===== src/verilog/fhsr_pkg.sv =====
package fhsr_pkg;

  // apb geometry: register index = paddr[11:2]
  localparam int          APB_AW           = 12;
  localparam int          IDX_W            = 10;
  localparam logic [9:0]  IDX_MAIN_STATUS  = 10'h3F4;
  localparam logic [9:0]  IDX_DATA_PORT    = 10'h3F5;
  localparam logic [9:0]  IDX_DIGITAL_IN   = 10'h3F7;
  localparam logic [9:0]  IDX_FORCE_CHG    = 10'h018;
  localparam logic [9:0]  IDX_RATE_SHADOW  = 10'h019;
  localparam logic [9:0]  IDX_DRIVE_CFG    = 10'h01A;

  // rate select register fields
  localparam int          RS_SWRST         = 7;
  localparam int          RS_LOWPWR        = 6;
  localparam int          RS_UNDEF         = 5;
  localparam int          RS_PC_LSB        = 2;
  localparam logic [7:0]  RS_RESET         = 8'h02;

  // main status fields
  localparam int          MS_REQ           = 7;
  localparam int          MS_DIR           = 6;
  localparam int          MS_NONDMA        = 5;
  localparam int          MS_BUSY          = 4;
  localparam int          MS_SEEK_B        = 1;
  localparam int          MS_SEEK_A        = 0;

  // drive cfg fields
  localparam int          DC_TYPE_LSB      = 0;
  localparam int          DC_RTYPE_LSB     = 2;
  localparam int          DC_COMPAT2       = 4;

  // rate select codes
  localparam logic [1:0]  SEL_1M           = 2'h3;
  localparam logic [1:0]  SEL_500          = 2'h0;
  localparam logic [1:0]  SEL_VAR          = 2'h1;
  localparam logic [1:0]  SEL_250          = 2'h2;

  // data rates in kbps
  localparam logic [11:0] KBPS_2000        = 12'h7D0;
  localparam logic [11:0] KBPS_1000        = 12'h3E8;
  localparam logic [11:0] KBPS_500         = 12'h1F4;
  localparam logic [11:0] KBPS_300         = 12'h12C;
  localparam logic [11:0] KBPS_250         = 12'h0FA;

  // precomp delays in units of 10 ps
  localparam logic [15:0] PC_DEF_2M        = 16'h0820;
  localparam logic [15:0] PC_DEF_1M        = 16'h1047;
  localparam logic [15:0] PC_DEF_LOW       = 16'h30D4;

  function automatic logic [11:0] fhsr_rate_kbps(input logic [1:0] sel,
                                                 input logic [1:0] rtype);
    case (sel)
      SEL_1M:  fhsr_rate_kbps = KBPS_1000;
      SEL_500: fhsr_rate_kbps = KBPS_500;
      SEL_250: fhsr_rate_kbps = KBPS_250;
      default: begin
        case (rtype)
          2'h1:    fhsr_rate_kbps = KBPS_500;
          2'h2:    fhsr_rate_kbps = KBPS_2000;
          default: fhsr_rate_kbps = KBPS_300;
        endcase
      end
    endcase
  endfunction

  function automatic logic [15:0] fhsr_precomp(input logic [2:0]  code,
                                               input logic [11:0] kbps);
    logic fast;
    fast = (kbps == KBPS_2000);
    case (code)
      3'h0: fhsr_precomp = fast ? PC_DEF_2M : (kbps == KBPS_1000) ? PC_DEF_1M : PC_DEF_LOW;
      3'h1: fhsr_precomp = fast ? 16'h0820 : 16'h1047;
      3'h2: fhsr_precomp = fast ? 16'h104A : 16'h208E;
      3'h3: fhsr_precomp = fast ? 16'h186A : 16'h30D4;
      3'h4: fhsr_precomp = fast ? 16'h208A : 16'h411B;
      3'h5: fhsr_precomp = fast ? 16'h28B4 : 16'h5161;
      3'h6: fhsr_precomp = fast ? 16'h30D4 : 16'h61A8;
      default: fhsr_precomp = 16'h0000;
    endcase
  endfunction

endpackage


===== src/verilog/fhsr_mem.sv =====
`timescale 1ns/10ps
`default_nettype none

module fhsr_mem #(
  parameter int W     = 8,
  parameter int DEPTH = 16,
  parameter int AW    = 4
) (
  input  wire logic          i_core_clk,
  input  wire logic          i_arst_n,
  input  wire logic          i_clk_en,
  input  wire logic          i_we,
  input  wire logic [AW-1:0] i_waddr,
  input  wire logic [W-1:0]  i_wdata,
  input  wire logic [AW-1:0] i_raddr,
  output logic      [W-1:0]  o_rdata
);

  typedef struct packed {
    logic [DEPTH-1:0][W-1:0] mem;
    logic [W-1:0]            rdata;
  } fhsr_mem_st_t;

  fhsr_mem_st_t s_q;
  fhsr_mem_st_t s_d;

  // write-first read so a fresh head byte is seen at once
  always_comb begin
    s_d = s_q;
    if (i_we) begin
      s_d.mem[i_waddr] = i_wdata;
    end
    s_d.rdata = (i_we && (i_waddr == i_raddr)) ? i_wdata : s_q.mem[i_raddr];
  end

  always_ff @(posedge i_core_clk or negedge i_arst_n) begin
    if (!i_arst_n) begin
      s_q <= '0;
    end else if (i_clk_en) begin
      s_q <= s_d;
    end
  end

  assign o_rdata = s_q.rdata;

endmodule

`default_nettype wire


===== src/verilog/fhsr_top.sv =====
// Behaviour
// - rate select bit 6 without bit 7 enters low power
// - reset or port access leaves low power
// - bit 7 soft reset, self clearing
// - rate select writes copied to shadow
// - fixed rate and density per select code
// - select 01 rate follows drive rate type
// - rate outputs and density onto pins
// - drive type picks density pin mapping
// - default precomp delay per data rate
// - main status readable any time, after one apb wait cycle
// - seek bits follow drive seeking
// - busy bit follows command in progress
// - non dma bit reads zero
// - direction bit shows transfer direction while request bit set
// - request bit gates data port access
// - all bytes through one data port
// - fifo disabled after any reset
// - parameters unbuffered, fifo flushed at execution
// - overrun or underrun ends transfer, zero pad
// - digital input mode one, change bit
// - digital input mode two, rate bits
// - rate kept on soft, 250k on hard
// - density high at reset, soft-reset proof
//
// Register access over APB is this design's own decision.
`timescale 1ns/10ps
`default_nettype none

module fhsr_top #(
  parameter int DEPTH = 16
) (
  input  wire logic                        i_core_clk,
  input  wire logic                        i_arst_n,
  input  wire logic                        i_clk_en,
  input  wire logic                        i_psel,
  input  wire logic                        i_penable,
  input  wire logic                        i_pwrite,
  input  wire logic [fhsr_pkg::APB_AW-1:0] i_paddr,
  input  wire logic [31:0]                 i_pwdata,
  output logic      [31:0]                 o_prdata,
  output logic                             o_pready,
  output logic                             o_pslverr,
  input  wire logic                        i_drive_a_seeking,
  input  wire logic                        i_drive_b_seeking,
  input  wire logic                        i_cmd_busy,
  input  wire logic                        i_xfer_req,
  input  wire logic                        i_xfer_dir,
  input  wire logic                        i_exec_phase,
  input  wire logic                        i_cfg_load,
  input  wire logic                        i_cfg_fifo_en,
  input  wire logic [3:0]                  i_cfg_thresh,
  input  wire logic                        i_ctl_reset,
  input  wire logic                        i_core_push,
  input  wire logic [7:0]                  i_core_wdata,
  input  wire logic                        i_core_pop,
  input  wire logic                        i_disk_changed_flag_pin,
  output logic      [7:0]                  o_core_rdata,
  output logic                             o_core_rvalid,
  output logic                             o_xfer_error,
  output logic                             o_fifo_service,
  output logic                             o_low_power,
  output logic                             o_soft_reset,
  output logic      [1:0]                  o_rate_out,
  output logic                             o_density_select_out,
  output logic      [1:0]                  o_drive_density_pin,
  output logic      [11:0]                 o_rate_kbps,
  output logic      [15:0]                 o_precomp_delay
);
  import fhsr_pkg::*;

  localparam int AW = $clog2(DEPTH);

  typedef struct packed {
    logic [7:0]  rate_sel;
    logic [7:0]  shadow;
    logic        force_chg;
    logic [4:0]  drive_cfg;
    logic        low_pwr;
    logic        sw_rst;
    logic        fifo_en;
    logic [3:0]  thresh;
    logic        exec;
    logic        xfer_err;
    logic [AW:0] count;
    logic [AW-1:0] wr_ptr;
    logic [AW-1:0] rd_ptr;
    logic        pready;
    logic        pslverr;
    logic [31:0] prdata;
    logic [7:0]  core_rdata;
    logic        core_rvalid;
    logic        service;
    logic        density;
    logic [1:0]  rate_o;
    logic [1:0]  pins;
    logic [11:0] kbps;
    logic [15:0] precomp;
  } fhsr_st_t;

  fhsr_st_t s_q;
  fhsr_st_t s_d;

  logic [IDX_W-1:0] idx;
  logic             start;
  logic             done;
  logic             wr;
  logic             rd;
  logic             any_rst;
  logic [AW:0]      cap;
  logic             full;
  logic             empty;
  logic             transfer_request_flag;
  logic [7:0]       main_status;
  logic [7:0]       dir_val;
  logic             chg;
  logic             host_push;
  logic             host_pop;
  logic             core_push;
  logic             core_pop;
  logic             push;
  logic             pop;
  logic [7:0]       mem_rdata;

  assign idx   = i_paddr[APB_AW-1:2];
  assign start = i_psel & i_penable & ~s_q.pready;
  assign done  = i_psel & i_penable & s_q.pready;
  assign wr    = done & i_pwrite;
  assign rd    = done & ~i_pwrite;
  assign any_rst = s_q.sw_rst | i_ctl_reset;

  assign cap   = (s_q.fifo_en & s_q.exec) ? (AW+1)'(DEPTH) : (AW+1)'(1);
  assign full  = (s_q.count >= cap);
  assign empty = (s_q.count == '0);
  // request only when a byte may move
  assign transfer_request_flag   = i_xfer_req & (i_xfer_dir ? ~empty : ~full);

  assign main_status = {transfer_request_flag, i_xfer_dir & transfer_request_flag, 1'b0, i_cmd_busy, 2'h0,
                i_drive_b_seeking, i_drive_a_seeking};

  assign chg = ~i_disk_changed_flag_pin | s_q.force_chg;
  assign dir_val = s_q.drive_cfg[DC_COMPAT2] ?
                   {chg, 4'hF, s_q.rate_sel[1:0],
                    (s_q.kbps == KBPS_250) | (s_q.kbps == KBPS_300)} :
                   {chg, 7'h00};

  assign host_push = wr & (idx == IDX_DATA_PORT) & ~i_xfer_dir & transfer_request_flag;
  assign host_pop  = rd & (idx == IDX_DATA_PORT) & i_xfer_dir & transfer_request_flag;
  assign core_push = i_core_push & i_xfer_dir & ~full;
  assign core_pop  = i_core_pop & ~i_xfer_dir & ~empty;
  assign push      = host_push | core_push;
  assign pop       = host_pop | core_pop;

  always_comb begin
    s_d = s_q;
    s_d.sw_rst      = 1'b0;
    s_d.core_rvalid = 1'b0;

    // apb: one wait cycle, answer registered
    if (start) begin
      s_d.pready  = 1'b1;
      s_d.pslverr = 1'b0;
      s_d.prdata  = 32'h0000_0000;
      case (idx)
        IDX_MAIN_STATUS: s_d.prdata = {24'h00_0000, main_status};
        IDX_DATA_PORT:   s_d.prdata = {24'h00_0000, (i_xfer_dir & transfer_request_flag) ? mem_rdata : 8'h00};
        IDX_DIGITAL_IN:  s_d.prdata = {24'h00_0000, dir_val};
        IDX_FORCE_CHG:   s_d.prdata = {31'h0000_0000, s_q.force_chg};
        IDX_RATE_SHADOW: s_d.prdata = {24'h00_0000, s_q.shadow};
        IDX_DRIVE_CFG:   s_d.prdata = {27'h000_0000, s_q.drive_cfg};
        default:         s_d.pslverr = 1'b1;
      endcase
    end else begin
      s_d.pready  = 1'b0;
      s_d.pslverr = 1'b0;
    end

    if (wr && (idx == IDX_MAIN_STATUS)) begin
      s_d.rate_sel = {1'b0, i_pwdata[RS_LOWPWR], 1'b0, i_pwdata[4:0]};
      s_d.shadow   = i_pwdata[7:0];
      s_d.sw_rst   = i_pwdata[RS_SWRST];
      s_d.density  = (i_pwdata[1:0] == SEL_1M) | (i_pwdata[1:0] == SEL_500);
    end
    if (wr && (idx == IDX_FORCE_CHG)) begin
      s_d.force_chg = i_pwdata[0];
    end
    if (wr && (idx == IDX_DRIVE_CFG)) begin
      s_d.drive_cfg = i_pwdata[4:0];
    end

    if (any_rst || (done && (idx == IDX_DATA_PORT)) ||
        (rd && (idx == IDX_MAIN_STATUS))) begin
      s_d.low_pwr = 1'b0;
    end
    if (wr && (idx == IDX_MAIN_STATUS) && i_pwdata[RS_LOWPWR] && !i_pwdata[RS_SWRST]) begin
      s_d.low_pwr = 1'b1;
    end

    if (i_cfg_load) begin
      s_d.fifo_en = i_cfg_fifo_en;
      s_d.thresh  = i_cfg_thresh;
    end
    s_d.exec = i_exec_phase;

    // fifo pointers
    if (push) begin
      s_d.wr_ptr = s_q.wr_ptr + AW'(1);
    end
    if (pop) begin
      s_d.rd_ptr = s_q.rd_ptr + AW'(1);
    end
    s_d.count = s_q.count + {{AW{1'b0}}, push} - {{AW{1'b0}}, pop};

    if (i_core_pop && !i_xfer_dir) begin
      s_d.core_rvalid = 1'b1;
      s_d.core_rdata  = (empty || s_q.xfer_err) ? 8'h00 : mem_rdata;
    end

    if (i_exec_phase && !s_q.exec) begin
      s_d.count    = '0;
      s_d.wr_ptr   = '0;
      s_d.rd_ptr   = '0;
      s_d.xfer_err = 1'b0;
    end
    if (any_rst) begin
      s_d.fifo_en  = 1'b0;
      s_d.exec     = 1'b0;
      s_d.count    = '0;
      s_d.wr_ptr   = '0;
      s_d.rd_ptr   = '0;
      s_d.xfer_err = 1'b0;
    end
    if ((i_core_push && i_xfer_dir && full) || (i_core_pop && !i_xfer_dir && empty)) begin
      s_d.xfer_err = 1'b1;
    end

    s_d.service = s_q.fifo_en & s_q.exec &
                  (i_xfer_dir ? (s_q.count > {1'b0, s_q.thresh}) :
                                ((cap - s_q.count) > {1'b0, s_q.thresh}));

    // select 01 follows drive rate type
    s_d.kbps    = fhsr_rate_kbps(s_d.rate_sel[1:0], s_d.drive_cfg[DC_RTYPE_LSB +: 2]);
    s_d.precomp = fhsr_precomp(s_d.rate_sel[4:RS_PC_LSB], s_d.kbps);
    s_d.rate_o  = s_d.rate_sel[1:0];
    case (s_d.drive_cfg[DC_TYPE_LSB +: 2])
      2'h0:    s_d.pins = {s_d.rate_sel[0], s_d.density};
      2'h2:    s_d.pins = {s_d.rate_sel[0], s_d.rate_sel[1]};
      2'h1:    s_d.pins = {s_d.rate_sel[0], ~s_d.density};
      default: s_d.pins = {s_d.rate_sel[1], s_d.rate_sel[0]};
    endcase
  end

  always_ff @(posedge i_core_clk or negedge i_arst_n) begin
    if (!i_arst_n) begin
      s_q          <= '0;
      s_q.rate_sel <= RS_RESET;
      s_q.shadow   <= RS_RESET;
      s_q.density  <= 1'b1;
      s_q.rate_o   <= RS_RESET[1:0];
      s_q.pins     <= {RS_RESET[0], 1'b1};
      s_q.kbps     <= KBPS_250;
      s_q.precomp  <= PC_DEF_LOW;
    end else if (i_clk_en) begin
      s_q <= s_d;
    end
  end

  fhsr_mem #(
    .W     (8),
    .DEPTH (DEPTH),
    .AW    (AW)
  ) u_mem (
    .i_core_clk (i_core_clk),
    .i_arst_n   (i_arst_n),
    .i_clk_en   (i_clk_en),
    .i_we       (push),
    .i_waddr    (s_q.wr_ptr),
    .i_wdata    (host_push ? i_pwdata[7:0] : i_core_wdata),
    .i_raddr    (s_d.rd_ptr),
    .o_rdata    (mem_rdata)
  );

  assign o_prdata             = s_q.prdata;
  assign o_pready             = s_q.pready;
  assign o_pslverr            = s_q.pslverr;
  assign o_core_rdata         = s_q.core_rdata;
  assign o_core_rvalid        = s_q.core_rvalid;
  assign o_xfer_error         = s_q.xfer_err;
  assign o_fifo_service       = s_q.service;
  assign o_low_power          = s_q.low_pwr;
  assign o_soft_reset         = s_q.sw_rst;
  assign o_rate_out           = s_q.rate_o;
  assign o_density_select_out = s_q.density;
  assign o_drive_density_pin  = s_q.pins;
  assign o_rate_kbps          = s_q.kbps;
  assign o_precomp_delay      = s_q.precomp;

  logic wr_rs;
  assign wr_rs = i_clk_en & wr & (idx == IDX_MAIN_STATUS);
endmodule

`default_nettype wire


===== config.mk =====
export PLATFORM = sky130hd
export DESIGN_NAME = fhsr_top
export DESIGN_NICKNAME = d
export VERILOG_FILES = /design/src/verilog/fhsr_pkg.sv /design/src/verilog/fhsr_mem.sv /design/src/verilog/fhsr_top.sv
export SDC_FILE = /design/constraint.sdc
export NUM_CORES = 1
export LEC_CHECK = 0
export BUFFER_PORTS_ARGS = -buffer_cell sky130_fd_sc_hd__buf_4
export CAP_MARGIN = 20
export CORE_MARGIN = 2
export CORE_UTILIZATION = 35
export DETAILED_ROUTE_END_ITERATION = 10
export PLACE_DENSITY_LB_ADDON = 0.12
export SYNTH_ARGS = -nofsm -noshare
export SYNTH_HDL_FRONTEND = slang
export SYNTH_HIERARCHICAL = 1
export SYNTH_SLANG_ARGS = --single-unit

===== constraint.sdc =====
create_clock -name i_core_clk -period 3 [get_ports i_core_clk]
set_clock_uncertainty 0.1 [all_clocks]
set_input_delay 0.6 -clock i_core_clk [delete_from_list [all_inputs] [get_ports i_core_clk]]
set_output_delay 0.6 -clock i_core_clk [all_outputs]
set_load 0.01 [all_outputs]

==> metrics.log <==
[metrics] Finish-stage setup viols: 0
[metrics] number of filler cells placed in the layout: 3244
[metrics] setup repair after global routing missed its margin: yes
[metrics] first-pass GRT wire length: 52200 um
[metrics] mux cell area share after synthesis: 21.7%
[metrics] worst path required time: 3.35 ns
[metrics] leading register cell type out of synthesis: sky130_fd_sc_hd__dfrtp_1
[metrics] combinational family with the most area after synthesis: multiplexers
[metrics] xor-xnor portion of the synthesized cell area: 1.01%
[metrics] DRT Wirelength: 33400 um
[metrics] result of the run: finished clean
[metrics] sink count of the clock tree: 219
[metrics] Clock Path Buffers: 3
[metrics] cell class contributing the biggest share of worst-path delay: adder cells
[metrics] Netlist cell types: 80
[metrics] clock transition at the register clock pins on the worst setup and hold paths after CTS: 0.06 ns
[metrics] area of the core region: 34300 um^2
[metrics] fin crit share: 99.4%
[metrics] Initial Utilization: 35.3%
[metrics] placer's final routability congestion estimate: 0.859
[metrics] final core utilization: 44.5%
[metrics] grt total ovfl: 0
[metrics] EDFF count, synth: 0
[metrics] final antenna-violating net count: 0
[metrics] number of hold-slack violations in the final timing report: 0
[metrics] total I/O pin count: 154
[metrics] post-DR vias/cell: 5.17
[metrics] H-tree Lvls: 1
[metrics] clock latency of the later-clocked register in the worst-skew pair: 0.54 ns
[metrics] post-route minimum period: 2.98 ns
[metrics] most frequent cell after synthesis: sky130_fd_sc_hd__dfrtp_1
[metrics] width of the chip: 190 um
[metrics] peak supply drop: 0.404 mV
[metrics] beginning of the worst hold path: i_pwdata[5]
[metrics] simple-gate share of the synthesized area: 10.8%
[metrics] cell at the root of the clock tree: sky130_fd_sc_hd__clkbuf_16
[metrics] worst path buffer plus inverter count: 1
[metrics] die outline area: 36100 um^2
[metrics] max_cap viols: 0
[metrics] number of port buffers: 98
[metrics] Post-Synthesis Mean Instance Area: 11.4 um^2
[metrics] Leak: 7.08 nW
[metrics] router iterations before antenna repair: 7
[metrics] post-route cell area: 15300 um^2
[metrics] kind of start point of the critical path: flop
[metrics] initial antenna violation count: 0
[metrics] cells taking the most area after synthesis: sky130_fd_sc_hd__dfrtp_1, sky130_fd_sc_hd__mux2_2, sky130_fd_sc_hd__buf_4
[metrics] Crit path top cell by count: sky130_fd_sc_hd__ha_4
[metrics] synthesized netlist cell count: 1060
[metrics] post-route insts no fill: 1689
[metrics] max frequency: 336 MHz
[metrics] clock tree from TritonCTS: done
[metrics] Seq/Total Area, Yosys: 45.5%
[metrics] Ant. Diodes: 0
[metrics] Synth area leader: sky130_fd_sc_hd__dfrtp_1
[metrics] post-synthesis share of cell area spent on full adders, half adders and majority gates: 2.44%
[metrics] reg-to-reg setup timing slack: 0.02 ns
[metrics] vias in the first global route: 8866
[metrics] kind of critical path: reg2reg
[metrics] cell depth of the worst min-delay path: 3
[metrics] Max-slew headroom: 53.9%
[metrics] initial drt markers: 476
[metrics] cell with the biggest individual delay on the critical path: sky130_fd_sc_hd__dfrtp_1
[metrics] cell-by-cell trace of the critical path: and2_4, ha_4, nor2b_4, and3_4, o22ai_4, a21o_1, ha_4, inv_2, ha_4, fa_2, nand2b_4, a21oi_4, o21a_1, nor3_2, nor2_1, o21ai_1
[metrics] highest fanout seen on the critical path: 3
[metrics] vias after detailed routing: 8733
[metrics] row cnt: 68
[metrics] Yosys reg bits: 219
[metrics] average wire length per cell after detail routing: 19.8 um
[metrics] proportion of netlist area held by the largest area contributor: 42.6%
[metrics] Max stage delay on crit path: 0.38 ns
[metrics] Pwr Total: 8.91 mW
[metrics] worst reg-to-reg path cell count: 16
[metrics] synthesized area: 12100 um^2
[metrics] area growth from synthesis to final layout: 26.1%
[metrics] crit path capture type: flop
[metrics] half-perimeter wire length of the detailed placement result: 24000 um
[metrics] FFs w/ async S/R, synth: 100%
[metrics] Arrival @ worst endpoint: 3.33 ns
[metrics] most instantiated cells after synthesis: sky130_fd_sc_hd__dfrtp_1, sky130_fd_sc_hd__mux2_2, sky130_fd_sc_hd__nand2_1
[metrics] total power per unit cell area: 584 nW/um^2
[metrics] Slew Limit Fails: 0
[metrics] number of warnings reported in the yosys synthesis log: 6
[metrics] hold_ws: 0.169 ns
[metrics] beginning of the worst register-to-register path: s_q[91]$_DFFE_PN0P_
[metrics] placed instance count: 1627
[metrics] destination of the worst hold path: s_q[110]$_DFFE_PN0P_
[metrics] largest net degree at the start of global routing: 61
[metrics] DRC: 0
[metrics] die outline height: 190 um
[metrics] fraction of layout cells with a size suffix above 1: 44.9%
[metrics] final-stage net count: 1314
[metrics] total track usage: 18.6%
[metrics] Post-Place Cell Area: 13900 um^2
[metrics] compound-cell area share of the yosys netlist: 10.2%
[metrics] Slew @ Worst Pin: 0.684 ns
[metrics] Reg2Reg Capture Point: s_q[89]$_DFFE_PN0P_
[metrics] TritonCTS Buffers: 26
[metrics] Tightest Hold Check Type: in2reg
-- worst reg2reg max path: stages (launching register included) --
cell and delay (ns):
sky130_fd_sc_hd__dfrtp_1 0.38, sky130_fd_sc_hd__and2_4 0.19, sky130_fd_sc_hd__ha_4 0.17, sky130_fd_sc_hd__nor2b_4 0.10, sky130_fd_sc_hd__and3_4 0.19, sky130_fd_sc_hd__o22ai_4 0.07
sky130_fd_sc_hd__a21o_1 0.22, sky130_fd_sc_hd__ha_4 0.28, sky130_fd_sc_hd__inv_2 0.04, sky130_fd_sc_hd__ha_4 0.15, sky130_fd_sc_hd__fa_2 0.36, sky130_fd_sc_hd__nand2b_4 0.10
sky130_fd_sc_hd__a21oi_4 0.06, sky130_fd_sc_hd__o21a_1 0.19, sky130_fd_sc_hd__nor3_2 0.14, sky130_fd_sc_hd__nor2_1 0.05, sky130_fd_sc_hd__o21ai_1 0.11
-- kinds of logic after synthesis --
| kind of cell | count (synthesis) |
|---|---|
| multiplexers | 210 |
| XOR/XNOR | 14 |
| AO/OA/AOI/OAI | 181 |
| buffers and inverters | 170 |
| AND/OR/NAND/NOR | 242 |
| other | 1 |
| adder cells (fa/ha/maj) | 23 |
| flip-flops | 219 |
-- repair_timing --
| item | 4_1_cts | 5_1_grt |
|---|---|---|
| pin swaps | 13 | 23 |
| resized for setup | 19 | 35 |
| endpoints found under the setup margin | 67 | 90 |
| hold endpoints to repair | 50 | 0 |
| gates cloned | 2 | 2 |
| hold buffers | 1 | 0 |
| setup buffers | 8 | 6 |
-- cell usage in the layout, fill, tap and decap left out, drive strengths merged, types with 4 or more instances in the layout --
cell type,n
nand4,16
o211ai,8
nor2,53
nand3,15
and4,4
mux4,24
o32ai,9
clkinv,7
ha,22
a21o,8
nor4,4
clkbuf,38
mux2,159
a21oi,23
a31oi,17
a211oi,5
o21a,7
a22o,12
a221oi,11
xnor2,11
nand4b,4
nand2b,6
conb,29
nor2b,10
or2,4
mux2i,27
inv,31
nand2,87
nor3,19
o21ai,51
dfrtp,206
buf,236
dfstp,13
-- metrics by stage --
step           setup TNS [ns]  setup WS, ns
2_1_floorplan          -0.126       -0.0179
3_3_place_gp           -13.70        -0.443
3_5_place_dp           -12.48        -0.433
4_1_cts               -0.0985       -0.0985
5_1_grt                -0.291        -0.137
6_report                    0        0.0194
-- metal layers --
metal	GRT usage (%)	vias to the layer above	wire length (um)
met1	25.4	4415	15200
met2	31.5	190	16200
li1	-	4083	-
met3	1.77	45	1110
met4	5.25	0	867
met5	0	-	0
-- state kept, by name, indices dropped and copies added (netlist names) --
register,flops
o_core_rdata,8
o_rate_kbps,9
u_mem/o_rdata,8
o_pready,1
o_precomp_delay,10
s_q,38
o_prdata,8
o_pslverr,1
o_soft_reset,1
o_fifo_service,1
o_drive_density_pin,2
o_density_select_out,1
u_mem/s_q,128
o_xfer_error,1
o_low_power,1
o_core_rvalid,1
-- layout make-up --
class / instances / area, um^2 / share of cell area [%]
tap: 455 / 569 / 3.73
clock buffer: 36 / 758 / 4.97
sequential: 219 / 5500 / 36.0
clock inverter: 9 / 131 / 0.861
timing repair buffer: 239 / 2140 / 14.0
inverter: 32 / 120 / 0.788
multi-input combinational: 699 / 6040 / 39.6
-- worst max-delay path by stage --
stage                         from  depth (start not counted)                              end  slack (ns)
2_1_floorplan           i_paddr[3]                         13     u_mem/o_rdata[5]$_DFFE_PN0P_       -0.02
4_1_cts        s_q[96]$_DFFE_PN0P_                         16              s_q[89]$_DFFE_PN0P_        -0.1
6_report       s_q[91]$_DFFE_PN0P_                         16              s_q[89]$_DFFE_PN0P_        0.02
3_3_place_gp           i_paddr[10]                         12  o_precomp_delay[12]$_DFFE_PN1P_       -0.44
5_1_grt        s_q[91]$_DFFE_PN0P_                         16              s_q[89]$_DFFE_PN0P_       -0.14
3_5_place_dp           i_paddr[10]                         12  o_precomp_delay[12]$_DFFE_PN1P_       -0.43
-- report_power, final --
| group | internal, mW | leakage (nW) | total, mW | switching [mW] |
|---|---|---|---|---|
| sequential | 3.24 | 2.92 | 3.45 | 0.210 |
| clock | 2.01 | 0.443 | 3.26 | 1.25 |
| combinational | 1.15 | 3.72 | 2.21 | 1.05 |
| total | 6.40 | 7.08 | 8.91 | 2.52 |
Note: power is estimated with default switching activity, not from simulation.
